### config.mk
export PLATFORM = sky130hd
export DESIGN_NAME = ptc_counters_flat
export DESIGN_NICKNAME = d
export VERILOG_FILES = /design/src/common/ptc_pkg.sv /design/src/common/ptc_if.sv /design/src/verilog/ptc_counters.sv /design/src/flat_wrapper.sv
export SDC_FILE = /design/constraint.sdc
export NUM_CORES = 1
export LEC_CHECK = 0
export BUFFER_PORTS_ARGS = -buffer_cell sky130_fd_sc_hd__buf_2
export CAP_MARGIN = 20
export CORE_MARGIN = 8
export CORE_UTILIZATION = 55
export CTS_BUF_LIST = sky130_fd_sc_hd__clkbuf_8
export CTS_CLUSTER_SIZE = 12
export DETAILED_ROUTE_END_ITERATION = 8
export GPL_TIMING_DRIVEN = 0
export PLACE_DENSITY = 0.75
export SYNTH_ARGS = -nofsm -noshare
export SYNTH_HDL_FRONTEND = slang
export SYNTH_SLANG_ARGS = --single-unit
### constraint.sdc
create_clock -name clk_sys -period 7.6 [get_ports clk_sys]
set_input_delay 1.14 -clock clk_sys [delete_from_list [all_inputs] [get_ports clk_sys]]
set_output_delay 1.14 -clock clk_sys [all_outputs]
set_load 0.005 [all_outputs]
### src/common/ptc_pkg.sv
package ptc_pkg;

    // ------------------------------------------------------------
    // operations
    // ------------------------------------------------------------
    typedef enum logic [1:0] {
        OP_READ_TIMESTAMP  = 2'h0,
        OP_READ_EVENT_CTR  = 2'h1,
        OP_READ_MODEL_REG  = 2'h2,
        OP_WRITE_MODEL_REG = 2'h3
    } ptc_op_t;

    // ------------------------------------------------------------
    // widths and counts
    // ------------------------------------------------------------
    localparam int STAMP_W   = 64;
    localparam int REG_W     = 64;
    localparam int HALF_W    = 32;
    localparam int PROG_W    = 40;
    localparam int NUM_PROG  = 2;
    localparam int FIX_W     = 40;
    localparam int NUM_FIX   = 3;
    localparam int NUM_EVT   = 8;
    localparam int CPL_W     = 2;

    // ------------------------------------------------------------
    // model specific register offsets
    // ------------------------------------------------------------
    localparam logic [31:0] MR_STAMP     = 32'h0000_0010;
    localparam logic [31:0] MR_ID_LEAF   = 32'h0000_000A;
    localparam logic [31:0] MR_PMC_BASE  = 32'h0000_00C1;
    localparam logic [31:0] MR_SEL_BASE  = 32'h0000_0186;
    localparam logic [31:0] MR_FIX_BASE  = 32'h0000_0309;
    localparam logic [31:0] MR_FIX_CTL   = 32'h0000_038D;

    // ------------------------------------------------------------
    // event counter read index layout
    // ------------------------------------------------------------
    localparam int IDX_FIX_BIT = 30;

    // ------------------------------------------------------------
    // event select fields and reset value
    // ------------------------------------------------------------
    localparam int SEL_CODE_LSB = 0;
    localparam int SEL_CODE_W   = 8;
    localparam int SEL_DUR_BIT  = 8;
    localparam int SEL_EN_BIT   = 9;
    localparam int SEL_W        = 10;
    localparam logic [SEL_W-1:0] SEL_RST = 10'h000;

    // ------------------------------------------------------------
    // identification leaf fields
    // ------------------------------------------------------------
    localparam int ID_NPROG_LSB = 0;
    localparam int ID_PROGW_LSB = 8;
    localparam int ID_NFIX_LSB  = 16;
    localparam int ID_FIXW_LSB  = 24;

endpackage : ptc_pkg

### src/common/ptc_if.sv
`timescale 1ns/1ps
`default_nettype none

interface ptc_if;
    import ptc_pkg::*;

    logic                reqValid;
    ptc_op_t             reqOp;
    logic [31:0]         reqIndex;
    logic [HALF_W-1:0]   reqHigh;
    logic [HALF_W-1:0]   reqLow;
    logic                reqWide;
    logic [CPL_W-1:0]    reqCpl;
    logic                rspValid;
    logic [REG_W-1:0]    rspHigh;
    logic [REG_W-1:0]    rspLow;
    logic                rspFault;

    modport dev (
        input  reqValid, reqOp, reqIndex, reqHigh, reqLow, reqWide, reqCpl,
        output rspValid, rspHigh, rspLow, rspFault
    );

    modport core (
        output reqValid, reqOp, reqIndex, reqHigh, reqLow, reqWide, reqCpl,
        input  rspValid, rspHigh, rspLow, rspFault
    );

endinterface : ptc_if

`default_nettype wire

### src/verilog/ptc_counters.sv
`timescale 1ns/1ps
`default_nettype none

// Overview of operation
// 64-bit stamp counter cleared on reset
// stamp counts every clock it is not written, wraps to zero
// stamp read returns high and low halves
// upper result bits cleared in every mode
// two programmable, three fixed counters
// programmable counts occurrences or duration
// each programmable counter selects own event
// software writes event select via register write
// counter read returns count chosen by index
// wide mode index uses bits 30:0
// fixed counters count fixed events, reported
// model registers 64 bits, index selects
// read copies to halves, write loads halves
// model register index is 32 bits
// legacy: counters only via privileged read
// programmable counter wraps; write loads count
module ptc_counters (
    input  wire logic                     clk_sys,
    input  wire logic                     rst_n,
    ptc_if.dev                            bus,
    input  wire logic [ptc_pkg::NUM_EVT-1:0] evtIn,
    input  wire logic [ptc_pkg::NUM_FIX-1:0] fixedEvt,
    input  wire logic                     legacyMode
);
    import ptc_pkg::*;

    // ------------------------------------------------------------
    // state
    // ------------------------------------------------------------
    logic [STAMP_W-1:0] stampQ;
    logic [PROG_W-1:0]  pmcQ    [NUM_PROG];
    logic [SEL_W-1:0]   selQ    [NUM_PROG];
    logic               evtPrevQ[NUM_PROG];
    logic [FIX_W-1:0]   fixQ    [NUM_FIX];
    logic [NUM_FIX-1:0] fixEnQ;

    logic               rspValidQ;
    logic [REG_W-1:0]   rspHighQ;
    logic [REG_W-1:0]   rspLowQ;
    logic               rspFaultQ;

    // ------------------------------------------------------------
    // request decode
    // ------------------------------------------------------------
    logic [REG_W-1:0] wrData;
    logic             wrReq;
    logic [31:0]      ctrIdx;
    logic [REG_W-1:0] readVal;
    logic             fault;
    logic [REG_W-1:0] idLeaf;

    assign wrData = {bus.reqHigh, bus.reqLow};
    assign wrReq  = bus.reqValid && bus.reqOp == OP_WRITE_MODEL_REG
                    && bus.reqCpl == '0;
    assign ctrIdx = bus.reqWide ? {1'b0, bus.reqIndex[30:0]}
                                : bus.reqIndex;

    always_comb begin
        idLeaf = '0;
        idLeaf[ID_NPROG_LSB +: 8] = 8'(NUM_PROG);
        idLeaf[ID_PROGW_LSB +: 8] = 8'(PROG_W);
        idLeaf[ID_NFIX_LSB +: 8]  = 8'(NUM_FIX);
        idLeaf[ID_FIXW_LSB +: 8]  = 8'(FIX_W);
    end

    always_comb begin
        readVal = '0;
        fault   = 1'b0;
        case (bus.reqOp)
            OP_READ_TIMESTAMP: begin
                readVal = stampQ;
            end
            OP_READ_EVENT_CTR: begin
                fault = 1'b1;
                if (!legacyMode) begin
                    for (int n = 0; n < NUM_PROG; n++) begin
                        if (ctrIdx == 32'(n)) begin
                            readVal = REG_W'(pmcQ[n]);
                            fault   = 1'b0;
                        end
                    end
                    for (int n = 0; n < NUM_FIX; n++) begin
                        if (ctrIdx == (32'(n) | (32'h1 << IDX_FIX_BIT))) begin
                            readVal = REG_W'(fixQ[n]);
                            fault   = 1'b0;
                        end
                    end
                end
            end
            OP_READ_MODEL_REG, OP_WRITE_MODEL_REG: begin
                fault = 1'b1;
                if (bus.reqIndex == MR_STAMP) begin
                    readVal = stampQ;
                    fault   = 1'b0;
                end
                if (bus.reqIndex == MR_FIX_CTL) begin
                    readVal = REG_W'(fixEnQ);
                    fault   = 1'b0;
                end
                if (bus.reqIndex == MR_ID_LEAF) begin
                    readVal = idLeaf;
                    fault   = (bus.reqOp == OP_WRITE_MODEL_REG);
                end
                for (int n = 0; n < NUM_PROG; n++) begin
                    if (bus.reqIndex == MR_PMC_BASE + 32'(n)) begin
                        readVal = REG_W'(pmcQ[n]);
                        fault   = 1'b0;
                    end
                    if (bus.reqIndex == MR_SEL_BASE + 32'(n)) begin
                        readVal = REG_W'(selQ[n]);
                        fault   = 1'b0;
                    end
                end
                for (int n = 0; n < NUM_FIX; n++) begin
                    if (bus.reqIndex == MR_FIX_BASE + 32'(n)) begin
                        readVal = REG_W'(fixQ[n]);
                        fault   = 1'b0;
                    end
                end
                if (bus.reqCpl != '0) begin
                    fault = 1'b1;
                end
                if (bus.reqOp == OP_WRITE_MODEL_REG) begin
                    readVal = '0;
                end
            end
            default: begin
                fault = 1'b1;
            end
        endcase
    end

    // ------------------------------------------------------------
    // time-stamp counter
    // ------------------------------------------------------------
    always_ff @(posedge clk_sys or negedge rst_n) begin
        if (!rst_n) begin
            stampQ <= '0;
        end else if (wrReq && bus.reqIndex == MR_STAMP) begin
            stampQ <= wrData;
        end else begin
            stampQ <= stampQ + 1'b1;
        end
    end

    // ------------------------------------------------------------
    // programmable counters
    // ------------------------------------------------------------
    for (genvar g = 0; g < NUM_PROG; g++) begin : gProg
        logic evtSel;
        logic [SEL_CODE_W-1:0] code;
        logic hit;

        assign code   = selQ[g][SEL_CODE_LSB +: SEL_CODE_W];
        assign evtSel = (32'(code) < NUM_EVT) ? evtIn[code[$clog2(NUM_EVT)-1:0]]
                                               : 1'b0;
        assign hit    = selQ[g][SEL_DUR_BIT] ? evtSel
                                             : (evtSel && !evtPrevQ[g]);

        always_ff @(posedge clk_sys or negedge rst_n) begin
            if (!rst_n) begin
                selQ[g] <= SEL_RST;
            end else if (wrReq && bus.reqIndex == MR_SEL_BASE + 32'(g)) begin
                selQ[g] <= wrData[SEL_W-1:0];
            end
        end

        always_ff @(posedge clk_sys or negedge rst_n) begin
            if (!rst_n) begin
                evtPrevQ[g] <= 1'b0;
            end else begin
                evtPrevQ[g] <= evtSel;
            end
        end

        always_ff @(posedge clk_sys or negedge rst_n) begin
            if (!rst_n) begin
                pmcQ[g] <= '0;
            end else if (wrReq && bus.reqIndex == MR_PMC_BASE + 32'(g)) begin
                pmcQ[g] <= wrData[PROG_W-1:0];
            end else if (selQ[g][SEL_EN_BIT] && hit) begin
                pmcQ[g] <= pmcQ[g] + 1'b1;
            end
        end
    end

    // ------------------------------------------------------------
    // fixed-function counters
    // ------------------------------------------------------------
    always_ff @(posedge clk_sys or negedge rst_n) begin
        if (!rst_n) begin
            fixEnQ <= '0;
        end else if (wrReq && bus.reqIndex == MR_FIX_CTL) begin
            fixEnQ <= wrData[NUM_FIX-1:0];
        end
    end

    for (genvar g = 0; g < NUM_FIX; g++) begin : gFix
        always_ff @(posedge clk_sys or negedge rst_n) begin
            if (!rst_n) begin
                fixQ[g] <= '0;
            end else if (wrReq && bus.reqIndex == MR_FIX_BASE + 32'(g)) begin
                fixQ[g] <= wrData[FIX_W-1:0];
            end else if (fixEnQ[g] && fixedEvt[g]) begin
                fixQ[g] <= fixQ[g] + 1'b1;
            end
        end
    end

    // ------------------------------------------------------------
    // response
    // ------------------------------------------------------------
    always_ff @(posedge clk_sys or negedge rst_n) begin
        if (!rst_n) begin
            rspValidQ <= 1'b0;
            rspHighQ  <= '0;
            rspLowQ   <= '0;
            rspFaultQ <= 1'b0;
        end else begin
            rspValidQ <= bus.reqValid;
            if (bus.reqValid) begin
                rspHighQ  <= {32'h0, readVal[63:32]};
                rspLowQ   <= {32'h0, readVal[31:0]};
                rspFaultQ <= fault;
            end
        end
    end

    assign bus.rspValid = rspValidQ;
    assign bus.rspHigh  = rspHighQ;
    assign bus.rspLow   = rspLowQ;
    assign bus.rspFault = rspFaultQ;

endmodule : ptc_counters

`default_nettype wire

### src/flat_wrapper.sv
// flat-port wrapper written by rule: the top's interface ports become plain ports
module ptc_counters_flat import ptc_pkg::*;
  (clk_sys, rst_n, evtIn, fixedEvt, legacyMode, bus_reqValid, bus_reqOp, bus_reqIndex, bus_reqHigh, bus_reqLow, bus_reqWide, bus_reqCpl, bus_rspValid, bus_rspHigh, bus_rspLow, bus_rspFault);
  ptc_if bus_i ();
  input  wire logic clk_sys;
  input  wire logic rst_n;
  input  wire logic [ptc_pkg::NUM_EVT-1:0] evtIn;
  input  wire logic [ptc_pkg::NUM_FIX-1:0] fixedEvt;
  input  wire logic legacyMode;
  input wire logic [$bits(bus_i.reqValid)-1:0] bus_reqValid;
  input wire logic [$bits(bus_i.reqOp)-1:0] bus_reqOp;
  input wire logic [$bits(bus_i.reqIndex)-1:0] bus_reqIndex;
  input wire logic [$bits(bus_i.reqHigh)-1:0] bus_reqHigh;
  input wire logic [$bits(bus_i.reqLow)-1:0] bus_reqLow;
  input wire logic [$bits(bus_i.reqWide)-1:0] bus_reqWide;
  input wire logic [$bits(bus_i.reqCpl)-1:0] bus_reqCpl;
  output wire logic [$bits(bus_i.rspValid)-1:0] bus_rspValid;
  output wire logic [$bits(bus_i.rspHigh)-1:0] bus_rspHigh;
  output wire logic [$bits(bus_i.rspLow)-1:0] bus_rspLow;
  output wire logic [$bits(bus_i.rspFault)-1:0] bus_rspFault;
  assign bus_i.reqValid = bus_reqValid;
  assign bus_i.reqOp = bus_reqOp;
  assign bus_i.reqIndex = bus_reqIndex;
  assign bus_i.reqHigh = bus_reqHigh;
  assign bus_i.reqLow = bus_reqLow;
  assign bus_i.reqWide = bus_reqWide;
  assign bus_i.reqCpl = bus_reqCpl;
  assign bus_rspValid = bus_i.rspValid;
  assign bus_rspHigh = bus_i.rspHigh;
  assign bus_rspLow = bus_i.rspLow;
  assign bus_rspFault = bus_i.rspFault;
  ptc_counters u_core (.clk_sys(clk_sys), .rst_n(rst_n), .bus(bus_i), .evtIn(evtIn), .fixedEvt(fixedEvt), .legacyMode(legacyMode));
endmodule
# Word level (Yosys, flattened, before mapping)
# Cells that the tools add are included.
# totals
register_bits	355
wordCells	128
# op_classes
reduce_logical	30
mux	56
magnitude_cmp	4
eq_ne	17
n_addsub	6
# ops
op	n
$mux 64	13
$mux 40	15
$add 40x1->40 const B	5
$pmux 64 s3	1
$eq 32x10->1 const B	4
$eq 32x31->1 const B	3
$add 64x1->64 const B	1
$eq 32x8->1 const B	2
$eq 32x9->1 const B	2
$eq 32x1->1 const B	1
$eq 32x4->1 const B	1
$eq 32x5->1 const B	1
$logic_not 32->1	1
$mux 32	1
$mux 1	23
$logic_and 1x1->1	18
$lt 8x4->1 const B	2
$reduce_bool 2->1	6
$lt 3x4->1 const B	2
$bmux 1 s3	2
$eq 2x2->1 const B	2
$logic_not 2->1	2
$eq 2x1->1 const B	1
$logic_not 1->1	2
other kinds (2)	2

# Longest topological paths before layout
# depth
ltp_word	13
depth_mapped	11
ltp_nobuf	8

# Worst setup path before layout
# OpenSTA, ideal clock, no wires.
# synth_path
path_type	input to register
from	input port bus_reqIndex[11]
to	register u_core.fixQ[89] (netlist name)
cell_stages	9
setup_slack_ns	4.104
required_time_ns	7.475
n_path_buf	3
arrival_ns	3.371
path_cell_list	or4b_1 or2_1 clkbuf_1 or4_1 buf_4 nor2_8 nand2_4 buf_6 mux2_4
# synth_via
elab_chain_cells	3
# synth_rtl
item	line	source
start: declaration	flat_wrapper.sv:12	input wire logic [$bits(bus_i.reqIndex)-1:0] bus_reqIndex;
$eq 32x10->1 (*)	ptc_counters.sv:206	end else if (wrReq && bus.reqIndex == MR_FIX_BASE + 32'(g)) begin
$logic_and 1x1->1 (*)	ptc_counters.sv:206	
$mux 40 or $reduce_bool 2->1 (tied branches)	--	
end signal: indexed assignment	ptc_counters.sv:207	fixQ[g] <= wrData[FIX_W-1:0];
end signal: indexed assignment	ptc_counters.sv:209	fixQ[g] <= fixQ[g] + 1'b1;
end: declaration	ptc_counters.sv:38	logic [FIX_W-1:0] fixQ [NUM_FIX];
# Every way passes the cells marked *; elsewhere a longest branch is shown, timed or not.
# A chain may end at the register's enable or synchronous reset.

# Worst setup path after layout
# layout_path
from	input port bus_reqIndex[17]
to	register u_core.rspLowQ[15], in the netlist u_core.bus.rspLow[15]
# layout_via
elab_chain_cells	13
# layout_rtl
item	line	source
$eq 32x5->1	ptc_counters.sv:96	if (bus.reqIndex == MR_STAMP) begin
$mux 64	ptc_counters.sv:96	
$mux 64	ptc_counters.sv:100	if (bus.reqIndex == MR_FIX_CTL) begin
$mux 64	ptc_counters.sv:104	if (bus.reqIndex == MR_ID_LEAF) begin
$mux 64	ptc_counters.sv:109	if (bus.reqIndex == MR_PMC_BASE + 32'(n)) begin
$mux 64	ptc_counters.sv:113	if (bus.reqIndex == MR_SEL_BASE + 32'(n)) begin
$mux 64	ptc_counters.sv:109	
$mux 64	ptc_counters.sv:113	
$mux 64 (3 in series)	ptc_counters.sv:119	if (bus.reqIndex == MR_FIX_BASE + 32'(n)) begin
$mux 64	ptc_counters.sv:127	if (bus.reqOp == OP_WRITE_MODEL_REG) begin
$pmux 64 s3 (*)	ptc_counters.sv:73	case (bus.reqOp)
end signal: assignment	ptc_counters.sv:227	rspLowQ <= {32'h0, readVal[31:0]};
end: declaration	ptc_counters.sv:43	logic [REG_W-1:0] rspLowQ;
# Marked as above.

==> out/metrics.cfg <==
[layout]
nets = 3146
seq_area_um2 = 8880
multi_input_area_um2 = 12500
syn_to_final_growth_pct = 14.2
fillCellCount = 3662
layout-drive-gt1-share_pct = 15.0

[placed_design]
port_buffers = 170
place_worst_setup_slack_ps = 2700
place_congestion = 1.07
hpwl_um = 73500

[timing]
finalClockSkew_ps = 44.3
tns_ps = 0
max_freq_mhz = 215
final_hold_viol_count = 0
slew_headroom_pct = 22.7
fin_crit_ps = 4660
period_share_pct = 61.3
setup_viol = 0
slew_viol_final = 0
tightest_slew_ps = 1150
rsz0062_at_grt = no
layout_setup_ws_ps = 2940

[synthesis]
synth-warning-count = 0
synthDistinctLibCells = 77
syn_area_per_cell_um2 = 8.35
synthMuxAreaShare_pct = 3.88
yosys-top-cells-area = dfrtp_1 39%, a21oi_1 7.1%, nor2_1 5.5%, xor2_1 5.1%, xnor2_1 4.8%
netlist_area_um2 = 22600
synth_cells = 2713
synth-xor-area-share_pct = 9.90
async_flop_share_pct = 100
synthAdderAreaFrac_pct = 0.332
yosys.area.top_type_share_pct = 39.2
synth_compound_area_share_pct = 19.2
synth_edf_count = 0
seq_area_frac_synth_pct = 39.2
synth_seq_cells = 355
synthFlopType = dfrtp_1
yosys.area_share.simple_pct = 20.7
synth_top_cell_by_area = dfrtp_1
synth_top_family_by_area = simple AND/OR/NAND/NOR gates

[cts]
ctsLongestPathBuffers = 3
cts_hold_buf = 0
clkLatencyLatePin_ps = 680
post-cts-setup-buffers = 0
post_cts_resized = 0
clock_sinks = 355
cts_made_buffers = 68
clk_pin_slew_ps = 60
htreeDepth = 3
cts_tree = built
root_buffer = clkbuf_8

[setup_path]
cpPeakStageDelay_ps = 1150
required_ps = 8170
worstPathArrival_ps = 5230
cp-end-kind = flip-flop
timing.rr.start = u_core.stampQ[2]
crit_type = input pin to flip-flop
worstPathCellList = buf_2 -> nor4_1 -> nand4_1 -> nor3_2 -> clkbuf_1 -> a22oi_1 -> o21ai_0 -> o211ai_1 -> a31oi_1
crit_path_top_delay_cell = nor3_2
cp.depth = 9
startpoint = bus_reqIndex[17]
start_kind = input pin
worst-path-buf-inv = 2
worstRegToRegCells = 7
cpLargestDelayFamily = simple AND/OR/NAND/NOR gates
cp_max_fo = 10

[global_route]
grt-busiest-layer = met2
gr-total-overflow = 0
grt_pass1_vias = 23100
grt_use_met3_pct = 14.4
grt_pass1_wl_um = 145000
use_met1_pct = 52.0
antenna_found_initial = 1
grt_max_degree = 119
grtUsageMet2_pct = 59.0
track_usage_pct = 40.4

[route]
first_iter_violations = 3584
detail_route.first_pass.iterations = 8
post-route-drc-count = 0
ant_nets = 0
routedWlPerCell_um = 27.5
vias = 23900
routed_wl_um = 98900
via_per_inst = 6.64

[floorplan]
core.rowCount = 74
io_pins = 246
start_util_pct = 55.6
fp.dieW_um = 219
die-area_um2 = 47900
core_um2 = 40700
die_y_um = 219

[power_and_ir_drop]
cellLeakagePower_nw = 11.3
power.total_mw = 4.20
vdd_drop_max_mv = 0.124
power_density_nw_per_um2 = 163

[worst_hold_path]
hp-class = input pin to asynchronous set/reset pin

[flow_run]
max-cap-violations = 0

[outcome]
status = complete, no violations

[layer usage]
metal | wire length (um) | share of wire [%]
met5 | 118 | 0.12
met4 | 5790 | 5.9
met3 | 13800 | 14
met2 | 42000 | 42
met1 | 37200 | 38
[through the flow]
step                utilization [%]  cell area [um2]  hold slack (ps)  instances
finish                         63.5            25900              418       3601
global route                   63.5            25800              431       3600
CTS                            63.4            25800              423       3599
detailed placement             60.3            24500              512       3485
global placement               59.9            24400              503       3478
floorplan                         -            22900              481       2776
[registers in the layout, summed over array words and instances (netlist names)]
name,count
u_core.selQ,4
u_core.bus.rspValid,1
u_core.bus.rspFault,1
u_core.fixEnQ,3
u_core.bus.rspLow,32
u_core.evtPrevQ,2
u_core.stampQ,64
u_core.fixQ,120
u_core.gProg.code,16
u_core.pmcQ,80
u_core.bus.rspHigh,32
[worst reg2reg max path, stage by stage, from the launching register on]
cell and delay [ps]:
dfrtp_1 490, and3_1 360, and3_1 670, nor3b_1 1000, clkbuf_1 600, nand4_1 210
xor2_1 230, a21oi_1 90
[synth_stat cells (all sizes together), types with 3 or more instances]
cell type,instances
nor3,36
a211oi,7
a211o,4
mux2i,23
a22oi,51
nand2b,7
mux4,4
mux2,49
buf,97
and3,69
clkbuf,149
ha,6
or2,5
xnor2,124
nand3,130
nor4b,5
o211ai,26
inv,74
nand2,204
o221a,23
a31oi,28
or3,7
a31o,4
a221o,7
a2bb2oi,4
a21oi,322
o21ai,146
or4,6
dfrtp,355
o22ai,74
nor2b,10
and4,30
xor2,132
nor4,21
o221ai,4
and2,21
o22a,8
nor2,335
nand4,73
nand3b,3
o2111ai,3
[worst paths after layout]
check | slack (ps) | end
min reg2reg | 510 | u_core.bus.rspHigh[17]
max | 2940 | u_core.bus.rspLow[15]
min in group clk_sys | 510 | u_core.bus.rspHigh[17]
min | 420 | u_core.stampQ[52]
max reg2reg | 3830 | u_core.stampQ[53]
max in group asynchronous | 5840 | u_core.stampQ[24]
[cell families after synthesis]
| logic type | Yosys count |
|---|---|
| xor+xnor | 256 |
| fa+ha+maj | 6 |
| mux | 76 |
| other cells | 1 |
| compound gates | 730 |
| simple gates | 969 |
| flops | 355 |
| buf+inv | 320 |
[power by group]
group / total, mW / switching [mW] / leakage [nW] / internal [mW]
Combinational: 0.370 / 0.243 / 5.98 / 0.127
Clock: 1.88 / 0.893 / 0.738 / 0.990
Sequential: 1.95 / 0.0268 / 4.56 / 1.92
Total: 4.20 / 1.16 / 11.3 / 3.04
[area by class of cell]
type                       count  share of cell area [%]
tap                          532                    2.57
multi-input combinational   2101                    48.4
clock inverter                30                   0.528
timing repair buffer         178                    3.78
antenna                        1                 0.00968
sequential                   355                    34.4
buffer                       246                    4.81
clock buffer                  84                    4.47
inverter                      74                    1.07
[cells in the final DEF, fill, tap and decap left out, types with 28 or more instances in the layout]
| master | n |
|---|---|
| nor3_1 | 35 |
| a22oi_1 | 51 |
| o22ai_1 | 74 |
| dfrtp_1 | 355 |
| conb_1 | 64 |
| nand4_1 | 73 |
| xnor2_1 | 124 |
| nand2_1 | 202 |
| mux2_2 | 48 |
| and4_1 | 30 |
| a31oi_1 | 28 |
| o21ai_0 | 131 |
| inv_1 | 95 |
| nand3_1 | 130 |
| and3_1 | 69 |
| buf_4 | 69 |
| clkbuf_8 | 84 |
| xor2_1 | 132 |
| nor2_1 | 331 |
| buf_2 | 189 |
| clkbuf_1 | 149 |
| a21oi_1 | 322 |
Power figures use the tool's default switching activity.
